## src/rdt_defs.svh

```systemverilog
`ifndef RDT_DEFS_SVH
`define RDT_DEFS_SVH

// ----------------------------------------------------------------
// Register indices; the byte address is four times the index.
// ----------------------------------------------------------------
`define RDT_CMD_IDX 16'h1C09
`define RDT_WDATA_IDX 16'h1C0A
`define RDT_RDATA_IDX 16'h1C0B
`define RDT_EGCFG_IDX 16'h1C0C

// ----------------------------------------------------------------
// Field positions and reset values.
// ----------------------------------------------------------------
`define RDT_CMD_READ_BIT 4
`define RDT_PROB_W 10
`define RDT_EGCFG_MASK 32'h007F7F7F
`define RDT_PORT_FIELD_W 7
`define RDT_PROB_RST 10'h000
`define RDT_EGCFG_RST 32'h00000000
`define RDT_CMD_RST 5'h00
`define RDT_LFSR_SEED 10'h2A5

`endif

```

## src/rdt_pkg.sv

```systemverilog
package rdt_pkg;

	// Egress port type codes.
	typedef enum logic [1:0] {
		ETYPE_PASS = 2'h0,
		ETYPE_STRIP = 2'h1,
		ETYPE_HYBRID = 2'h2,
		ETYPE_SRCTAG = 2'h3
	} rdt_etype_e;

	// Tag state of a packet at egress.
	typedef enum logic [1:0] {
		KIND_UNTAGGED = 2'h0,
		KIND_PRIO = 2'h1,
		KIND_REGULAR = 2'h2
	} rdt_kind_e;

	// One port's field of the egress tag edit register, MSB first.
	typedef struct packed {
		logic sel;
		logic ins;
		logic chgVid;
		logic chgPri;
		logic chgTag;
		rdt_etype_e etype;
	} rdt_port_cfg_s;

	// Facts about one egress packet.
	typedef struct packed {
		logic [1:0] port;
		rdt_kind_e kind;
		logic untagDefault;
		logic untagIncoming;
		logic [11:0] ingVid;
		logic [2:0] ingPri;
		logic [11:0] egrVid;
		logic [2:0] egrPri;
	} rdt_tag_req_s;

	// Editing decision for that packet.
	typedef struct packed {
		rdt_etype_e etype;
		logic insertTag;
		logic changeVid;
		logic changePri;
		logic removeTag;
		logic [11:0] vid;
		logic [2:0] pri;
	} rdt_tag_act_s;

endpackage : rdt_pkg
```

## src/rdt_discard_tag_cfg.sv

```systemverilog
// The address-and-strobe port was left to the implementer.
`timescale 1ns/1ps
`include "rdt_defs.svh"

module rdt_discard_tag_cfg (
	// Clock, reset and enable
	input wire logic clk,
	input wire logic rst,
	input wire logic ce,
	// Register port
	input wire logic [15:0] addr,
	input wire logic [31:0] wdata,
	input wire logic wrEn,
	input wire logic rdEn,
	output logic [31:0] rdata,
	// Random discard decision
	input wire logic dscReq,
	input wire logic dscYellow,
	input wire logic [7:0] dscBufUsed,
	output logic dscValid,
	output logic dscDrop,
	// Egress tag editing
	input wire logic tagReq,
	input wire rdt_pkg::rdt_tag_req_s tagIn,
	output logic tagValid,
	output rdt_pkg::rdt_tag_act_s tagAct
);

	// ----------------------------------------------------------------
	// Address decode
	// ----------------------------------------------------------------
	localparam logic [15:0] ADDR_CMD = 16'(`RDT_CMD_IDX * 4);
	localparam logic [15:0] ADDR_WD = 16'(`RDT_WDATA_IDX * 4);
	localparam logic [15:0] ADDR_RD = 16'(`RDT_RDATA_IDX * 4);
	localparam logic [15:0] ADDR_EG = 16'(`RDT_EGCFG_IDX * 4);

	logic [9:0] weight [16];
	logic [9:0] wdata_r;
	logic [9:0] rdTbl_r;
	logic [4:0] cmd_r;
	logic [31:0] egCfg_r;
	logic [9:0] lfsr_r;
	logic [9:0] rnd;
	logic [3:0] dscIdx;
	logic cmdWr;
	logic cmdRead;
	logic [31:0] rdata_nxt;
	rdt_pkg::rdt_port_cfg_s pc;
	rdt_pkg::rdt_tag_act_s act_nxt;

	// A command is any write to the command register.
	assign cmdWr = ce && wrEn && (addr == ADDR_CMD);
	assign cmdRead = wdata[`RDT_CMD_READ_BIT];

	// ----------------------------------------------------------------
	// Registers
	// ----------------------------------------------------------------

	// Write-data holding register; only the probability bits are kept.
	always_ff @(posedge clk)
	begin
		if (rst)
			wdata_r <= `RDT_PROB_RST;
		else if (ce && wrEn && addr == ADDR_WD)
			wdata_r <= wdata[9:0];
	end

	// Last command is kept so software can read back what it issued.
	always_ff @(posedge clk)
	begin
		if (rst)
			cmd_r <= `RDT_CMD_RST;
		else if (cmdWr)
			cmd_r <= wdata[4:0];
	end

	// Reserved bits are masked on write so they can never be set.
	always_ff @(posedge clk)
	begin
		if (rst)
			egCfg_r <= `RDT_EGCFG_RST;
		else if (ce && wrEn && addr == ADDR_EG)
			egCfg_r <= wdata & `RDT_EGCFG_MASK;
	end

	// ----------------------------------------------------------------
	// Discard weight table
	// ----------------------------------------------------------------

	// The table has no reset on purpose: it stays undefined until written.
	always_ff @(posedge clk)
	begin
		if (cmdWr && !cmdRead)
			weight[wdata[3:0]] <= wdata_r;
	end

	// Read commands latch the entry into the read-data register.
	always_ff @(posedge clk)
	begin
		if (rst)
			rdTbl_r <= `RDT_PROB_RST;
		else if (cmdWr && cmdRead)
			rdTbl_r <= weight[wdata[3:0]];
	end

	// ----------------------------------------------------------------
	// Read path
	// ----------------------------------------------------------------

	// Unmapped addresses read as zero; upper bits of narrow fields are zero.
	always_comb
	begin
		rdata_nxt = 32'h00000000;
		unique case (addr)
			ADDR_CMD: rdata_nxt = {27'h0000000, cmd_r};
			ADDR_WD: rdata_nxt = {22'h000000, wdata_r};
			ADDR_RD: rdata_nxt = {22'h000000, rdTbl_r};
			ADDR_EG: rdata_nxt = egCfg_r;
			default: rdata_nxt = 32'h00000000;
		endcase
	end

	// Read data stand in the cycle after the strobe and are held for as long as the enable then stays low.
	always_ff @(posedge clk)
	begin
		if (rst)
			rdata <= 32'h00000000;
		else if (ce)
			rdata <= rdEn ? rdata_nxt : 32'h00000000;
	end

	// ----------------------------------------------------------------
	// Random discard
	// ----------------------------------------------------------------

	// Coarser steps at high usage keep fine control where drops start.
	always_comb
	begin
		if (dscBufUsed < 8'h40)
			dscIdx = {1'b0, dscBufUsed[5:3]};
		else if (dscBufUsed < 8'h80)
			dscIdx = {2'h2, dscBufUsed[5:4]};
		else
			dscIdx = {2'h3, dscBufUsed[6:5]};
	end

	// Maximal-length LFSR; it never holds zero, so one is subtracted.
	always_ff @(posedge clk)
	begin
		if (rst)
			lfsr_r <= `RDT_LFSR_SEED;
		else if (ce)
			lfsr_r <= {lfsr_r[8:0], lfsr_r[9] ^ lfsr_r[6]};
	end

	// A weight of 1023 drops every time, since rnd never exceeds 1022.
	assign rnd = lfsr_r - 10'h001;

	// Only Yellow packets are subject to the weight.
	always_ff @(posedge clk)
	begin
		if (rst)
		begin
			dscValid <= 1'b0;
			dscDrop <= 1'b0;
		end
		else if (ce)
		begin
			dscValid <= dscReq;
			dscDrop <= dscReq && dscYellow && (rnd < weight[dscIdx]);
		end
	end

	// ----------------------------------------------------------------
	// Egress tag editing
	// ----------------------------------------------------------------

	// Port 3 has no field and is treated as non-Hybrid.
	assign pc = rdt_pkg::rdt_port_cfg_s'(egCfg_r[{tagIn.port, 3'h0} +: `RDT_PORT_FIELD_W]);

	// The four edit flags stay clear unless the port is Hybrid.
	always_comb
	begin
		act_nxt = '0;
		act_nxt.etype = pc.etype;
		act_nxt.vid = pc.sel ? tagIn.egrVid : tagIn.ingVid;
		act_nxt.pri = pc.sel ? tagIn.egrPri : tagIn.ingPri;
		if (tagIn.port != 2'h3 && pc.etype == rdt_pkg::ETYPE_HYBRID)
		begin
			case (tagIn.kind)
				rdt_pkg::KIND_UNTAGGED:
					act_nxt.insertTag = pc.ins && !tagIn.untagDefault;
				rdt_pkg::KIND_PRIO:
				begin
					if (tagIn.untagIncoming)
						act_nxt.removeTag = 1'b1;
					else
					begin
						act_nxt.changeVid = 1'b1;
						act_nxt.changePri = pc.chgPri;
					end
				end
				rdt_pkg::KIND_REGULAR:
				begin
					if (pc.chgTag && (pc.chgVid || pc.chgPri))
					begin
						if (tagIn.untagIncoming)
							act_nxt.removeTag = 1'b1;
						else
						begin
							act_nxt.changeVid = pc.chgVid;
							act_nxt.changePri = pc.chgPri;
						end
					end
				end
				default: act_nxt.removeTag = 1'b0;
			endcase
		end
	end

	// Decision is registered so the datapath sees a stable word.
	always_ff @(posedge clk)
	begin
		if (rst)
		begin
			tagValid <= 1'b0;
			tagAct <= '0;
		end
		else if (ce)
		begin
			tagValid <= tagReq;
			tagAct <= act_nxt;
		end
	end
endmodule : rdt_discard_tag_cfg

```

## config.mk

```make
export PLATFORM = sky130hd
export DESIGN_NAME = rdt_discard_tag_cfg
export DESIGN_NICKNAME = d
export VERILOG_FILES = /design/src/rdt_pkg.sv /design/src/rdt_discard_tag_cfg.sv
export VERILOG_INCLUDE_DIRS = /design/src
export SDC_FILE = /design/constraint.sdc
export NUM_CORES = 1
export LEC_CHECK = 0
export ABC_AREA = 1
export BUFFER_PORTS_ARGS = -buffer_cell sky130_fd_sc_hd__buf_4
export CAP_MARGIN = 10
export CORE_ASPECT_RATIO = 0.9
export CORE_MARGIN = 2
export CORE_UTILIZATION = 63
export DETAILED_ROUTE_END_ITERATION = 12
export GPL_TIMING_DRIVEN = 0
export PLACE_DENSITY = 0.82
export RECOVER_POWER = 50
export SYNTH_ARGS = -nofsm -noshare
export SYNTH_HDL_FRONTEND = slang
export SYNTH_SLANG_ARGS = --single-unit
```

## constraint.sdc

```tcl
create_clock -name clk -period 6.12 [get_ports clk]
set_input_delay 0.306 -clock clk [delete_from_list [all_inputs] [get_ports clk]]
set_output_delay 0.306 -clock clk [all_outputs]
set_load 0.005 [all_outputs]
```

# --- Yosys cells after proc, flatten, opt, wreduce, memory -nomap -nowiden ---
# Memories as Yosys holds them, arrays and structs flattened. A register that Yosys moved wholly into a read port is not among the register bits.
# Index checks and enable logic that the tools add are counted.
op_classes:
  add_sub_neg: 1
  order_cmp: 3
  n_eq_ne: 8
  n_shift: 1
  muxes: 16
  bitwise: 1
  n_reduce_logical: 15
op_table:
  columns: ["operator", "count"]
  rows:
  - ["case mux 23 bit (4 select lines)", 1]
  - ["equality test 16 x 15 -> 1 bit (second input constant)", 4]
  - ["two-way mux 32 bit", 1]
  - ["variable part select 32 x 6 -> 7 bit", 1]
  - ["two-way mux 12 bit", 1]
  - ["logical AND 1 bit", 11]
  - ["less-than comparator 10 bit", 1]
  - ["subtractor 10 x 1 -> 10 bit (second input constant)", 1]
  - ["two-way mux 3 bit", 3]
  - ["less-than comparator 8 x 7 -> 1 bit (second input constant)", 1]
  - ["less-than comparator 8 bit (second input constant)", 1]
  - ["two-way mux 4 bit", 2]
  - ["equality test 2 bit (second input constant)", 2]
  - ["two-way mux 1 bit", 4]
  - ["two-way mux 2 bit", 2]
  - ["case mux 2 bit (2 select lines)", 1]
  - ["equality test 2 x 1 -> 1 bit (second input constant)", 1]
  - ["logical NOT 1 bit", 2]
  - ["logical NOT 2 bit", 1]
  - ["!= test 2 bit (second input constant)", 1]
  - ["case mux 1 bit (2 select lines)", 1]
  - ["logical OR 1 bit", 1]
  - ["XOR 1 bit", 1]
word_totals:
  regBits: 102
  ram_bits: 160
  input_bits: 100
  out_inout_bits: 56
  elab_cells: 61
  memories: 1
memory_table:
  columns: ["memory", "depth", "word_bits", "read_ports", "rd_clocked_by_memory_dff", "wr", "line_no", "text"]
  rows:
  - ["weight", 16, 10, 2, 1, 1, "rdt_discard_tag_cfg.sv:37", "logic [9:0] weight [16];"]

# --- Longest topological paths before layout ---
# Gate-level depths: netlist (run 1).
logic_depth:
  ltp_word: 6
  depth_mapped: 19
  depth_no_buf: 17

# --- Least setup slack after synthesis (run 1) ---
# OpenSTA, ideal clock, no wires.
synth_path:
  kind: "input-to-reg"
  startpoint: "in dscBufUsed[6]"
  endpoint: "reg dscDrop"
  setup_time_ns: 0.067
  arrival_ns: 2.397
  required_ns: 6.053
  setup_slack_ns: 3.656
  cell_stages: 16
  path_buffers: 2
  cell_sequence: "nor2_4 nand2_1 o21ai_4 buf_2 buf_2 o211ai_1 nand3_1 nand3_1 nand2_1 inv_1 ha_1 a21oi_1 nand4_1 a2111oi_0 nand2_1 a21oi_2"
synth_between:
  elab_chain_len: 6
  word_cells_on_any_way: 7
  classes_between: "order compare: 3; mux: 2; reduce/logical: 1; memory: 1"
synth_lines:
  columns: ["item", "line_no", "text"]
  rows:
  - ["from (decl)", "rdt_discard_tag_cfg.sv:19", "input wire logic [7:0] dscBufUsed,"]
  - ["less-than comparator 8 bit", "rdt_discard_tag_cfg.sv:141", "else if (dscBufUsed < 8'h80)"]
  - ["two-way mux 3 bit", "rdt_discard_tag_cfg.sv:141", null]
  - ["two-way mux 4 bit (*)", "rdt_discard_tag_cfg.sv:139", "if (dscBufUsed < 8'h40)"]
  - ["memory read (16 x 10 bit) (*)", null, null]
  - ["less-than comparator 10 bit (*)", "rdt_discard_tag_cfg.sv:170", "dscDrop <= dscReq && dscYellow && (rnd < weight[dscIdx]);"]
  - ["logical AND 1 bit (*)", "rdt_discard_tag_cfg.sv:170", null]
  - ["to (signal assigned)", "rdt_discard_tag_cfg.sv:170", null]
  - ["to (decl)", "rdt_discard_tag_cfg.sv:21", "output logic dscDrop,"]
# Mark *: on every way between the ends. The rest lies on a longest branch, timed or not.
# A chain may end at the register's enable or synchronous reset.

# --- Final worst setup path (run 1) ---
layout_path:
  startpoint: "in addr[8]"
  endpoint: "mem weight[3][8], enable pin"
layout_between:
  elab_chain_len: 5
layout_lines:
  columns: ["item", "line_no", "text"]
  rows:
  - ["from (decl)", "rdt_discard_tag_cfg.sv:11", "input wire logic [15:0] addr,"]
  - ["equality test 16 x 15 -> 1 bit", "rdt_discard_tag_cfg.sv:52", "assign cmdWr = ce && wrEn && (addr == ADDR_CMD);"]
  - ["logical AND 1 bit", "rdt_discard_tag_cfg.sv:52", null]
  - ["logical AND 1 bit", "rdt_discard_tag_cfg.sv:93", "if (cmdWr && !cmdRead)"]
  - ["two-way mux 1 bit", "rdt_discard_tag_cfg.sv:93", null]
  - ["two-way mux 1 bit (not written as such)", "rdt_discard_tag_cfg.sv:94", "weight[wdata[3:0]] <= wdata_r;"]
  - ["to (decl)", "rdt_discard_tag_cfg.sv:37", null]
# No other way between the ends.

==> results.json, run 1 <==
{
  "ys_flop_type": "sky130_fd_sc_hd__edfxtp_1",
  "number_of_enable_flip_flop_cells_after_synthesis": 160,
  "grt_antenna_before_repair": 0,
  "dr_total_vias": 11760,
  "synth_area_leader_cell": "sky130_fd_sc_hd__edfxtp_1",
  "routedWlPerCell_um": 22.71,
  "register_to_register_path_setup_slack_ps": 3560,
  "max_freq_mhz": 307.8,
  "unrepaired_setup_endpoints_after_global_routing": "no",
  "tritoncts": "done",
  "critical_path.max_fanout": 10,
  "fin_tns_setup_ps": 0,
  "cts_setup_buffers": 0,
  "synth.yosys.warnings": 0,
  "first_pass_iters": 8,
  "worst-endpoint-required_ps": 6270,
  "numClockSinks": 262,
  "synth_seq_cells": 262,
  "arrival_time_at_the_worst_endpoint_ps": 3390,
  "initial_utilization_pct": 63.52,
  "top_cells_by_area_synth": "sky130_fd_sc_hd__edfxtp_1, sky130_fd_sc_hd__dfxtp_1, sky130_fd_sc_hd__o21ai_0, sky130_fd_sc_hd__nand3_1, sky130_fd_sc_hd__nand2_1",
  "ys_seq_area_share_pct": 54.43,
  "area_overhead_vs_synth_pct": 17.37,
  "sw_frac_of_total_pct": 25.04,
  "slew_headroom_pct": 10.48,
  "vias_per_cell": 6.338,
  "core_area_um2": 19800,
  "diodes": 0,
  "ios": 156,
  "gp_congestion": 0.9684,
  "layout.nets": 1695,
  "post_synth_most_frequent_cells": "sky130_fd_sc_hd__o21ai_0, sky130_fd_sc_hd__nand2_1, sky130_fd_sc_hd__inv_1",
  "grt_max_degree": 19,
  "clock_path_buffers": 3,
  "cts_buffers": 28,
  "clk_pin_slew_worst_paths_ps": 60,
  "syn_area_per_cell_um2": 8.908,
  "largest_clock_skew_in_the_final_design_ps": 10.26,
  "dpl_cell_area_um2": 13900,
  "design.die.area_um2": 21110,
  "synth-async-reset-ratio_pct": 0,
  "setup.worst_path.start_class": "primary input",
  "drt-total-wl_mm": 42.14,
  "crit_path_end_kind": "register",
  "grt_first_pass_wirelength_mm": 62.91,
  "final.hold.worst_slack_ps": 42.47,
  "dieWidth_um": 152.9,
  "hold_buffers": 1,
  "postLayoutCellArea_um2": 14760,
  "max-cap-violations": 0,
  "final-setup-viol-count": 0,
  "post-synth-top-area-fraction_pct": 38.20,
  "placement.io_buffers": 129,
  "number_of_global_route_vias_before_repair": 11070,
  "tightestPinTransition_ps": 1338,
  "cellLeakagePower_nw": 5.852,
  "hold_class": "in2reg",
  "dieHeight_um": 138.1,
  "synthCells": 1412,
  "relative_contribution_of_combinational_cells_to_total_power_pct": 11.6,
  "drt_iter0_drc": 1672,
  "switching_power_mw": 0.9999,
  "grt_util_all_layers_pct": 38.68,
  "critical_path_class": "in2reg",
  "detail_route.drc_violations": 0,
  "power_density_nw_per_um2": 270.5,
  "detailedPlacementHpwl_mm": 29.94,
  "final_antenna_net_count": 0,
  "power.ir.vdd_worst_v": 0.0002510,
  "yosysMostFrequentCell": "sky130_fd_sc_hd__o21ai_0",
  "syn-cell-area_um2": 12580,
  "overflow": 0,
  "clk_root_buffer_cell": "sky130_fd_sc_hd__clkbuf_16",
  "post_route_cells_drive_above_1_share_pct": 14.12,
  "power.share.clock_pct": 41.4,
  "internal_power_mw": 2.993,
  "pwr-share-seq_pct": 47.0,
  "period_share_pct": 53.09,
  "cts_max_level": 1,
  "timing.final.hold_violations": 0,
  "number_of_distinct_library_cells_after_synthesis": 42,
  "status": "finished, final reports clean",
  "total_number_of_placement_rows": 49,
  "clk_latency_ps": 540,
  "cts-resized-gates": 0,
  "finalCriticalPeriod_ps": 3249,
  "drv_slew": 0
}
metal layers:
layer	GRT usage, %	share of wire (%)	vias to the layer above
met5	0	0	-
met4	16.08	5.0	0
met3	10.16	14	182
met2	61.36	45	941
met1	50.95	36	5387
li1	-	-	5253
sequential cells by signal, indices dropped and copies added, names as in the netlist, 5 cells and up:
signal	flops
lfsr_r	10
egCfg_r	21
wdata_r	10
rdata	22
rdTbl_r	10
tagAct	21
weight	160
cmd_r	5
layout by cell type (no fill, tap or decap), types with 27 or more instances in the layout:
cell and n:
sky130_fd_sc_hd__o21ai_0 189, sky130_fd_sc_hd__nand2_1 183, sky130_fd_sc_hd__inv_1 170, sky130_fd_sc_hd__nand3_1 164, sky130_fd_sc_hd__edfxtp_1 160, sky130_fd_sc_hd__a21oi_1 129, sky130_fd_sc_hd__dfxtp_1 102, sky130_fd_sc_hd__buf_4 98
sky130_fd_sc_hd__o211ai_1 62, sky130_fd_sc_hd__clkbuf_1 59, sky130_fd_sc_hd__nor2_1 56, sky130_fd_sc_hd__clkbuf_4 41, sky130_fd_sc_hd__clkbuf_16 31, sky130_fd_sc_hd__buf_2 27
power groups by stage:
stage | Sequential [mW] | Clock, mW | Combinational (mW)
floorplan | 1.91 | 0 | 0.252
CTS | 1.88 | 1.65 | 0.444
finish | 1.88 | 1.65 | 0.462
global placement | 1.91 | 0 | 0.433
global route | 1.88 | 1.72 | 0.490
detailed placement | 1.92 | 0 | 0.440
final timing paths:
path / start / to / cells after the start
max: addr[8] / weight[3][8]$_DFFE_PP_ / 12
min: dscReq / dscValid$_SDFFE_PP0P_ / 3
max reg2reg: lfsr_r[2]$_SDFFE_PP1P_ / dscDrop$_SDFFE_PP0P_ / 11
min reg2reg: rdata[2]$_SDFFE_PP0P_ / rdata[2]$_SDFFE_PP0P_ / 2
through the flow:
stage	utilization, %	setup WS, ps	total power [mW]	instances
floorplan	-	3656	2.166	1421
global placement	70.19	2795	2.348	1805
detailed placement	70.19	2808	2.355	1805
CTS	74.76	3326	3.967	1855
global route	74.55	2725	4.086	1856
finish	74.55	2871	3.993	1856
critical path, stage by stage:
cell                      delay [ps]
sky130_fd_sc_hd__buf_4           110
sky130_fd_sc_hd__nor2_1           90
sky130_fd_sc_hd__nand3_1          70
sky130_fd_sc_hd__nor2_1          140
sky130_fd_sc_hd__nand2_1         110
sky130_fd_sc_hd__inv_1           110
sky130_fd_sc_hd__nand2_1         200
sky130_fd_sc_hd__nor2_1          480
sky130_fd_sc_hd__inv_2           130
sky130_fd_sc_hd__nor2_1          380
sky130_fd_sc_hd__nand2_1         230
sky130_fd_sc_hd__nor2_1         1030
logic make-up after synthesis:
kind of cell    Yosys count  share of synthesized area, %
simple gates            429                         15.37
compound gates          422                         19.09
buf+inv                 277                         9.231
flops                   262                         54.43
fa+ha+maj                13                         1.293
xor+xnor                  8                        0.5571
other cells               1                       0.02981
area by class of cell:
cell class	instances	area (µm²)
multi-input combinational	882	4589
fill	1461	5040
inverter	179	671.9
tap	255	319.1
clock inverter	4	23.77
clock buffer	45	872.1
sequential	262	6847
buffer	98	488.0
timing repair buffer	131	952.2
Power figures use the tool's default switching activity.
==> run 2: changes to the inputs <==
Settings changed: CORE_UTILIZATION 63 to 58, PLACE_DENSITY 0.82 to 0.76.
Clock period 6.12 ns to 3.2 ns, I/O delays scaled along.
==> run 2 against run 1 <==
Worst setup slack worse by 2500 ps. Register-to-register slack worse by 3000 ps. Combinational power up 100%. Critical endpoint is now dscDrop$_SDFFE_PP0P_. Via count up 0.67%. Cell count up 4.8%. Critical path depth up 7. Worst hold slack worse by 31 ps. Non-clock buffer count up 51. Clock-buffer cell count down 8. Largest power group unchanged.
==> results.json, run 2 (synthesized netlist as in run 1, its figures left out) <==
{
  "multi_input_comb_area_um2": 4597,
  "design.die.area_um2": 22880,
  "detail_route.drc_violations": 0,
  "cp_slowest_stage_delay_ps": 580,
  "layout.area.seq_um2": 6847,
  "crit_chain": "buf_4 > nor2_4 > nand2_4 > nand3_4 > buf_6 > clkbuf_1 > o21ai_0 > nand3_1 > nand3_1 > nand2_1 > inv_1 > ha_1 > nand2_1 > nor2_1 > nand2_1 > a31oi_1 > a2111oi_0 > nand2_1 > a21oi_2",
  "critical-path-slowest-cell": "sky130_fd_sc_hd__clkbuf_1",
  "overflow": 0,
  "period_share_pct": 89.78,
  "diodes": 0,
  "dpl_cell_area_um2": 13940,
  "cp_common_cell": "sky130_fd_sc_hd__nand2_1",
  "first_pass_iters": 6,
  "initial_utilization_pct": 58.67,
  "arrival_time_at_the_worst_endpoint_ps": 3350,
  "largest_clock_skew_in_the_final_design_ps": 11.00,
  "most-common-layout-cells": "sky130_fd_sc_hd__o21ai_0, sky130_fd_sc_hd__nand2_1, sky130_fd_sc_hd__inv_1, sky130_fd_sc_hd__nand3_1, sky130_fd_sc_hd__edfxtp_1",
  "largest_reg_flops": 160,
  "gp_congestion": 1.000,
  "clock_path_buffers": 3,
  "placement.io_buffers": 129,
  "timing.final.hold_violations": 0,
  "tightestPinTransition_ps": 1282,
  "final-setup-viol-count": 0,
  "fill_cell_instance_count_of_the_final_layout": 1675,
  "layout_setup_ws_ps": 326.9,
  "cts_buffers": 28,
  "max_freq_mhz": 348.1,
  "number_of_global_route_vias_before_repair": 11150,
  "dr_total_vias": 11840,
  "cts_max_level": 1,
  "grt_antenna_before_repair": 0,
  "cp_top_family": "simple AND/OR/NAND/NOR gates",
  "crit_path_end_kind": "register",
  "critical_path_class": "in2reg",
  "drv_slew": 0,
  "grt_max_degree": 19,
  "setup.worst_path.start_class": "primary input",
  "unrepaired_setup_endpoints_after_global_routing": "no",
  "tritoncts": "done",
  "hold_class": "in2reg",
  "clk_latency_ps": 540,
  "pre_cts_slack_ps": -23.16,
  "clk_root_buffer_cell": "sky130_fd_sc_hd__clkbuf_16",
  "drt-total-wl_mm": 43.02,
  "ios": 156,
  "status": "finished, final reports clean",
  "detailedPlacementHpwl_mm": 29.92,
  "layout.nets": 1746,
  "clk_pin_slew_worst_paths_ps": 60,
  "finalCoreUtilization_pct": 71.50,
  "grt_first_pass_wirelength_mm": 64.47,
  "power_density_nw_per_um2": 507.8,
  "cellLeakagePower_nw": 6.026,
  "cts_setup_buffers": 0,
  "vias_per_cell": 6.085,
  "numClockSinks": 262,
  "worst-endpoint-required_ps": 3670,
  "area_overhead_vs_synth_pct": 21.88,
  "total_number_of_placement_rows": 51,
  "critical_path.max_fanout": 10,
  "final_antenna_net_count": 0,
  "routedWlPerCell_um": 22.11,
  "slew_headroom_pct": 14.21,
  "core_area_um2": 21440,
  "post_route_cells_drive_above_1_share_pct": 13.11,
  "postLayoutCellArea_um2": 15330,
  "dieWidth_um": 159.2,
  "finalCriticalPeriod_ps": 2873,
  "grt_util_all_layers_pct": 37.03,
  "cts-resized-gates": 0,
  "dieHeight_um": 143.7,
  "drt_iter0_drc": 1620,
  "critical_path.n_buffers_inverters": 4,
  "max-cap-violations": 0,
  "most_frequent_standard_cell_in_the_layout_excluding_fill_and_tap_cells": "sky130_fd_sc_hd__o21ai_0",
  "power.ir.vdd_worst_v": 0.0005002
}
-- run 2: changes by cell type in the layout (fill, tap and decap cells not counted), moves of 2 or more --
cell / previous run / this run
sky130_fd_sc_hd__dlygate4sd3_1: 1 / 53
sky130_fd_sc_hd__clkbuf_4: 41 / 29
sky130_fd_sc_hd__clkbuf_1: 59 / 66
sky130_fd_sc_hd__clkinv_1: 4 / 9
sky130_fd_sc_hd__clkinv_2: 3 / 6
sky130_fd_sc_hd__bufinv_16: 0 / 2
sky130_fd_sc_hd__clkbuf_2: 2 / 0
-- run 2: path summary, 6_finish.rpt --
path	cells past startpoint	endpoint	slack (ps)	start
worst min-delay path	5	tagAct[4]$_SDFFE_PP0P_	10	tagIn[19]
worst max-delay path	19	dscDrop$_SDFFE_PP0P_	330	dscBufUsed[6]
worst max register to register	11	dscDrop$_SDFFE_PP0P_	610	lfsr_r[2]$_SDFFE_PP1P_
worst min register to register	2	rdata[13]$_SDFFE_PP0P_	460	rdata[13]$_SDFFE_PP0P_
-- run 2: where the power goes --
| part | switching, mW | internal (mW) |
|---|---|---|
| Sequential | 0.0232 | 3.57 |
| Combinational | 0.590 | 0.342 |
| Clock | 1.33 | 1.93 |
| Total | 1.95 | 5.84 |
-- run 2: tightest hold or removal path, cell delays in order --
cell,delay (ps)
sky130_fd_sc_hd__buf_4,80
sky130_fd_sc_hd__nand2_1,40
sky130_fd_sc_hd__nand3_1,90
sky130_fd_sc_hd__o211ai_1,100
sky130_fd_sc_hd__inv_1,50
-- run 2: what timing repair did --
action                                  4_1_cts  5_1_grt
endpoints found under the setup margin        0        0
hold buffers                                 53        0
endpoints found under the hold margin        50        0
-- run 2: metal layers --
| metal | track usage (%) | wire (µm) |
|---|---|---|
| met1 | 48.16 | 16500 |
| met2 | 58.97 | 19210 |
| met3 | 10.59 | 5448 |
| met4 | 15.07 | 1860 |
| met5 | 0 | 0 |
-- run 2: cell type report --
| cell class | instances | share of cell area (%) |
|---|---|---|
| Clock inverter | 15 | 0.8243 |
| Multi-Input combinational cell | 882 | 29.98 |
| Sequential cell | 262 | 44.66 |
| Inverter | 179 | 4.383 |
| Clock buffer | 37 | 5.264 |
| Buffer | 98 | 3.175 |
| Timing Repair Buffer | 182 | 9.336 |
| Tap cell | 291 | 2.375 |
-- run 2: metrics by stage --
stage / TNS, ps / hold WS (ps) / instances / power (mW)
CTS: 0 / 0.6877 / 1946 / 7.744
global placement: -13.72 / 382.3 / 1841 / 4.482
global route: 0 / 33.84 / 1946 / 7.966
finish: 0 / 11.14 / 1946 / 7.785
floorplan: 0 / 294.9 / 1421 / 4.142
detailed placement: -23.16 / 399.6 / 1841 / 4.494
